**config.mk**
```make
export PLATFORM = sky130hd
export DESIGN_NAME = dpram_port_host
export DESIGN_NICKNAME = d
export VERILOG_FILES = /design/src/dpram_host_pkg.sv /design/src/dpram_port_host.sv /design/src/dpram_timer.sv
export SDC_FILE = /design/constraint.sdc
export NUM_CORES = 1
export LEC_CHECK = 0
export ABC_AREA = 0
export BUFFER_PORTS_ARGS = -buffer_cell sky130_fd_sc_hd__clkbuf_2
export CAP_MARGIN = 40
export CORE_MARGIN = 1.5
export CORE_UTILIZATION = 47
export CTS_CLUSTER_DIAMETER = 50
export DETAILED_ROUTE_END_ITERATION = 10
export PLACE_DENSITY = 0.83
export REMOVE_ABC_BUFFERS = 1
export SYNTH_ARGS = -nofsm -noshare
export SYNTH_HDL_FRONTEND = slang
export SYNTH_SLANG_ARGS = --single-unit
export TNS_END_PERCENT = 10
```
**constraint.sdc**
```tcl
create_clock -name mclk_i -period 2.4 [get_ports mclk_i]
set_input_delay 0.24 -clock mclk_i [delete_from_list [all_inputs] [get_ports mclk_i]]
set_output_delay 0.24 -clock mclk_i [all_outputs]
set_load 0.005 [all_outputs]
```
**src/dpram_host_pkg.sv**
```systemverilog
// Constants and carrier types for the dual-port RAM port controller
package dpram_host_pkg;

  // ----------------------------------------------------------------
  // Widths
  // ----------------------------------------------------------------
  localparam int ADDR_W = 13;
  localparam int DATA_W = 8;
  localparam int CNT_W  = 4;

  // ----------------------------------------------------------------
  // Timing
  // ----------------------------------------------------------------
  localparam int CLK_PERIOD_PS = 5000;
  localparam int T_WP_NS       = 12;
  localparam int T_WH_NS       = 12;
  localparam int T_ACC_NS      = 15;
  localparam int T_BDD_NS      = 18;

  // Least time in ns to whole cycles, never below one
  function automatic int ceil_cycles(input int t_ns);
    int r;
    r = (t_ns * 1000 + CLK_PERIOD_PS - 1) / CLK_PERIOD_PS;
    return (r < 1) ? 1 : r;
  endfunction : ceil_cycles

  localparam logic [CNT_W-1:0] WP_CYC  = CNT_W'(ceil_cycles(T_WP_NS));
  localparam logic [CNT_W-1:0] WH_CYC  = CNT_W'(ceil_cycles(T_WH_NS));
  localparam logic [CNT_W-1:0] ACC_CYC = CNT_W'(ceil_cycles(T_ACC_NS));
  localparam logic [CNT_W-1:0] BDD_CYC = CNT_W'(ceil_cycles(T_BDD_NS));

  // ----------------------------------------------------------------
  // Carriers
  // ----------------------------------------------------------------
  typedef struct packed {
    logic              wr;
    logic [ADDR_W-1:0] addr;
    logic [DATA_W-1:0] data;
  } req_t;

  typedef struct packed {
    logic              ce_n;
    logic              rw_n;
    logic              oe_n;
    logic [ADDR_W-1:0] addr;
    logic [DATA_W-1:0] wdata;
    logic              data_oe;
  } pins_t;

endpackage : dpram_host_pkg

```
**src/dpram_port_host.sv**
```systemverilog
// Host controller for one port of an asynchronous dual-port RAM
`timescale 1ns/100ps
`default_nettype none
module dpram_port_host (
  // Clock and reset
  input  wire logic                              mclk_i,
  input  wire logic                              rst_i,
  // User request
  input  wire logic                              req_valid_i,
  input  wire dpram_host_pkg::req_t              req_i,
  output logic                                   req_ready_o,
  output logic                                   done_o,
  output logic [dpram_host_pkg::DATA_W-1:0]      rdata_o,
  // Configuration
  input  wire logic                              master_sel_i,
  input  wire logic                              busy_ext_n_i,
  // RAM port
  output dpram_host_pkg::pins_t                  pins_o,
  input  wire logic [dpram_host_pkg::DATA_W-1:0] data_i,
  input  wire logic                              busy_n_i,
  output logic                                   busy_n_o,
  output logic                                   busy_oe_o
);

  // ----------------------------------------------------------------
  // State
  // ----------------------------------------------------------------
  typedef enum logic [2:0] {
    S_IDLE,
    S_SETUP,
    S_WPULSE,
    S_WEND,
    S_READ
  } state_t;

  state_t                           state;
  logic                             is_wr;
  logic                             busy_act;
  logic                             tload;
  logic [dpram_host_pkg::CNT_W-1:0] tval;
  logic                             tzero;

  // ----------------------------------------------------------------
  // Busy pin direction and sensing
  // ----------------------------------------------------------------
  // Slave side: the master's arbitration verdict is relayed onto the pin
  always_ff @(posedge mclk_i) begin
    if (rst_i) begin
      busy_n_o  <= 1'b1;
      busy_oe_o <= 1'b0;
    end else begin
      busy_oe_o <= ~master_sel_i;
      busy_n_o  <= master_sel_i ? 1'b1 : busy_ext_n_i;
    end
  end

  // In slave mode the level that gates our write is the one we drive
  assign busy_act = master_sel_i ? ~busy_n_i : ~busy_n_o;

  // ----------------------------------------------------------------
  // Phase timer
  // ----------------------------------------------------------------
  // Busy reloads the hold count, so the strobe outlasts its release
  always_comb begin
    tload = 1'b0;
    tval  = dpram_host_pkg::WP_CYC;
    case (state)
      S_SETUP: begin
        tload = 1'b1;
        tval  = is_wr ? dpram_host_pkg::WP_CYC : dpram_host_pkg::ACC_CYC;
      end
      S_WPULSE: begin
        tload = busy_act;
        tval  = dpram_host_pkg::WH_CYC;
      end
      S_READ: begin
        tload = busy_act;
        tval  = dpram_host_pkg::BDD_CYC;
      end
      default: begin
        tload = 1'b0;
      end
    endcase
  end

  dpram_timer u_timer (
    .mclk_i  (mclk_i),
    .rst_i   (rst_i),
    .load_i  (tload),
    .value_i (tval),
    .zero_o  (tzero)
  );

  // ----------------------------------------------------------------
  // Access sequencer
  // ----------------------------------------------------------------
  always_ff @(posedge mclk_i) begin
    if (rst_i) begin
      state          <= S_IDLE;
      is_wr          <= 1'b0;
      req_ready_o    <= 1'b0;
      done_o         <= 1'b0;
      rdata_o        <= '0;
      pins_o.ce_n    <= 1'b1;
      pins_o.rw_n    <= 1'b1;
      pins_o.oe_n    <= 1'b1;
      pins_o.addr    <= '0;
      pins_o.wdata   <= '0;
      pins_o.data_oe <= 1'b0;
    end else begin
      done_o <= 1'b0;
      case (state)
        S_IDLE: begin
          req_ready_o <= 1'b1;
          if (req_valid_i && req_ready_o) begin
            req_ready_o    <= 1'b0;
            is_wr          <= req_i.wr;
            pins_o.addr    <= req_i.addr;
            pins_o.wdata   <= req_i.data;
            pins_o.data_oe <= req_i.wr;
            pins_o.ce_n    <= 1'b0;
            pins_o.oe_n    <= req_i.wr;
            state          <= S_SETUP;
          end
        end
        // One cycle of address set-up also lets the slave busy settle
        S_SETUP: begin
          if (is_wr) begin
            pins_o.rw_n <= 1'b0;
            state       <= S_WPULSE;
          end else begin
            state <= S_READ;
          end
        end
        S_WPULSE: begin
          if (!busy_act && tzero) begin
            pins_o.rw_n <= 1'b1;
            pins_o.ce_n <= 1'b1;
            state       <= S_WEND;
          end
        end
        S_WEND: begin
          pins_o.data_oe <= 1'b0;
          done_o         <= 1'b1;
          state          <= S_IDLE;
        end
        // Reads are stalled while busy is active, then wait out the BDD count
        S_READ: begin
          if (!busy_act && tzero) begin
            rdata_o     <= data_i;
            pins_o.ce_n <= 1'b1;
            pins_o.oe_n <= 1'b1;
            done_o      <= 1'b1;
            state       <= S_IDLE;
          end
        end
        default: begin
          state <= S_IDLE;
        end
      endcase
    end
  end
endmodule : dpram_port_host
`default_nettype wire

```
**src/dpram_timer.sv**
```systemverilog
// Down counter timing the strobe phases of the port controller
`timescale 1ns/100ps
`default_nettype none
module dpram_timer (
  // Clock and reset
  input  wire logic                             mclk_i,
  input  wire logic                             rst_i,
  // Control
  input  wire logic                             load_i,
  input  wire logic [dpram_host_pkg::CNT_W-1:0] value_i,
  // Status
  output logic                                  zero_o
);

  logic [dpram_host_pkg::CNT_W-1:0] count;

  always_ff @(posedge mclk_i) begin
    if (rst_i) begin
      count <= '0;
    end else if (load_i) begin
      count <= value_i;
    end else if (count != '0) begin
      count <= count - 1'b1;
    end
  end

  assign zero_o = (count == '0);

endmodule : dpram_timer
`default_nettype wire

```
==> results by group <==
Timing
  • Worst-Margin Slew: 0.6092 ns
  • Slew Limit Fails: 0
  • TNS Setup: 0 ns
  • Hold_ws: 0.1253 ns
  • Hold Violations, Final: 0
  • RSZ-0062 raised after global routing: false
  • Fin Clk Skew: 0.005263 ns
  • Crit path time final: 1.990 ns
  • Slew headroom: 0.5927
  • Highest Clock Rate: 502.5 MHz
  • Final Cycle Share: 0.8292
  • Post-route setup slack: 0.4099 ns
  • Setup Viol. Count Final: 0

Synthesis
  • Synthesized area: 1788 µm²
  • Synth Area in XOR/XNOR: 0.009797
  • #FFs+latches synth: 45
  • Area leader, netlist: dfxtp_1
  • Syn Area/Cell: 8.514 µm²
  • Adder-cell share of the synthesized area: 0.01400
  • Synth Area in Simple Gates: 0.2337
  • Largest family of logic cells by synthesized area: simple AND/OR/NAND/NOR gates
  • Top cells by area, synth: dfxtp_1, nand2_1, a21oi_1, mux2i_1, nor2_1
  • Multiplexer area fraction after synthesis: 0.05668
  • Synth top area share: 0.5038
  • YS warnings: 0
  • Synth cell types: 33
  • Compound-gate portion of the synthesized area: 0.1379
  • Synth Instances: 210
  • Sequential share of the synthesized area: 0.5038

Global route
  • Largest net degree at the start of global routing: 25
  • Global-route wire length before repair: 6.127 mm
  • Antenna violations before repair: 0
  • GRT Resource Usage Total: 0.1888
  • Vias in the first global route: 1,417
  • Total gr overflow: 0

Finish
  • Nets: 316
  • Non-filler cells, final: 327
  • Proportion of layout cells with a drive suffix above 1: 0.3190
  • Commonest cells after routing, fill and taps aside: clkbuf_2, nand2_1, dfxtp_1
  • Final Util: 0.6155
  • ANT cells: 0
  • Fill count: 344
  • Most common cell after layout, fill and taps aside: clkbuf_2
  • Area grow syn2layout: 26.03%
  • Final instance area: 2253 µm²

Floorplan
  • Chip height: 64.68 µm
  • Initial Util: 0.4884
  • Rows: 22
  • Die area: 4184 µm²
  • Core area: 3661 µm²
  • Die span in x: 64.68 µm
  • Num ports: 73

Clocking
  • # resized after CTS: 0
  • CTS buffer count: 5
  • Root Driver: clkbuf_8
  • Maximum root-to-sink buffer count: 2
  • CTS tree: built
  • CTS sink cnt: 45
  • Number of H-tree levels: 2
  • Post-CTS Setup Bufs: 0
  • Clock-pin slew on the worst setup and hold paths: 0.08 ns
  • Number of hold buffers added after CTS: 0
  • Worst-Skew Late Latency: 0.29 ns

Job
  • Max_cap viols: 0

Power and ir drop
  • Lkg Pwr: 1.062 nW
  • Maximum vdd drop: 0.4591 mV
  • Tot Pwr: 1.796 mW
  • Pwr Density: 797.1 nW/µm²

Worst setup path
  • RR Startpoint: u_timer.count[0]$_SDFFE_PP0P_
  • CP Class: register to register
  • Crit end category: register
  • Crit-path max FO: 10
  • Worst Reg-to-Reg Cells: 6
  • Reg2reg end: pins_o[22]$_SDFFE_PP1P_
  • Critical Path AT: 2.22 ns
  • FF-to-FF setup slack: 0.41 ns
  • CP required: 2.63 ns
  • CP startpoint kind: register

Route
  • Wire per inst: 11.67 µm
  • Final wirelength: 3.816 mm
  • Remaining DRCs: 0
  • Via-to-Cell Ratio: 4.976
  • Final ANT Viol Nets: 0
  • DR iter-0 viols: 88
  • DR vias: 1,627
  • Router iterations before antenna repair: 4

Status
  • Status: finished clean

Worst hold path
  • Hold path depth: 2
  • Worst Hold Class: input port to register
  • Hold Path Origin: busy_ext_n_i
  • Worst Hold Path EP: busy_n_o$_SDFF_PP1_

Place
  • Dpl hpwl: 2.793 mm
  • Dpl ws: 0.4220 ns
  • Routability congestion estimate: 0.9337
  • Port Buf Inserts: 72
  • Dpl cells: 319
  • Placed cell area: 2170 µm²
critical path, stage by stage, from the launching register on:
cell and delay (ns):
dfxtp_1 0.33, inv_1 0.08, ha_1 0.20, nor3b_1 0.33, nand3_1 0.52, nor3b_1 0.33, o21bai_1 0.14
registers in the layout, indices dropped and copies added, names as in the netlist:
name           flops
busy_oe_o          1
busy_n_o           1
is_wr              1
done_o             1
u_timer.count      4
pins_o            25
state              3
rdata_o            8
req_ready_o        1
worst max path at each step:
stage / startpoint / to / slack, ns
after floorplan: state[2]$_SDFFE_PP0P_ / pins_o[0]$_SDFFE_PP0P_ / 0.38
after detailed placement: u_timer.count[0]$_SDFFE_PP0P_ / pins_o[22]$_SDFFE_PP1P_ / 0.42
after global routing: u_timer.count[0]$_SDFFE_PP0P_ / pins_o[22]$_SDFFE_PP1P_ / 0.27
final: u_timer.count[0]$_SDFFE_PP0P_ / pins_o[22]$_SDFFE_PP1P_ / 0.41
after CTS: u_timer.count[0]$_SDFFE_PP0P_ / pins_o[22]$_SDFFE_PP1P_ / 0.40
after global placement: u_timer.count[0]$_SDFFE_PP0P_ / pins_o[22]$_SDFFE_PP1P_ / 0.53
layer usage:
metal | vias to the layer above | share of wire | GRT usage
met2 | 53 | 0.48 | 0.3255
met4 | 0 | 0.026 | 0.1064
met1 | 731 | 0.44 | 0.2199
li1 | 833 | - | -
met3 | 10 | 0.051 | 0.03472
met5 | - | 0 | 0
cell type report:
| type | instances | area, µm² | area share |
|---|---|---|---|
| tap | 48 | 60.06 | 0.02665 |
| clock inverter | 1 | 7.507 | 0.003331 |
| sequential | 45 | 900.9 | 0.3998 |
| inverter | 4 | 15.01 | 0.006663 |
| multi-input combinational | 147 | 810.8 | 0.3598 |
| timing repair buffer | 75 | 382.9 | 0.1699 |
| clock buffer | 7 | 76.32 | 0.03387 |
synth_stat cells (all sizes together):
cell type	number
nor3b	3
a221oi	3
clkbuf	7
a2bb2oi	1
mux2i	9
and2b	1
xnor2	2
or3	2
nor3	5
a211oi	1
nor2b	3
nand2b	5
ha	2
dfxtp	45
nand2	50
a21oi	27
nor2	18
inv	4
buf	7
o21ba	1
nor4	1
o21ai	3
mux2	1
o21bai	3
or3b	2
a31oi	1
nand3	2
a2111oi	1
report_power, final:
group          leakage, nW  switching (mW)  internal [mW]
clock               0.0385           0.234          0.206
sequential           0.367          0.0555          0.813
combinational        0.657           0.252          0.236
logic make-up after synthesis:
kind of cell,after synthesis
buffers and inverters,18
xor gates and xnor gates,2
and+or+nand+nor,92
muxes,10
adders and majority gates,2
AOI/OAI and AO/OA,41
DFF,45
Note: power is estimated with default switching activity, not from simulation.
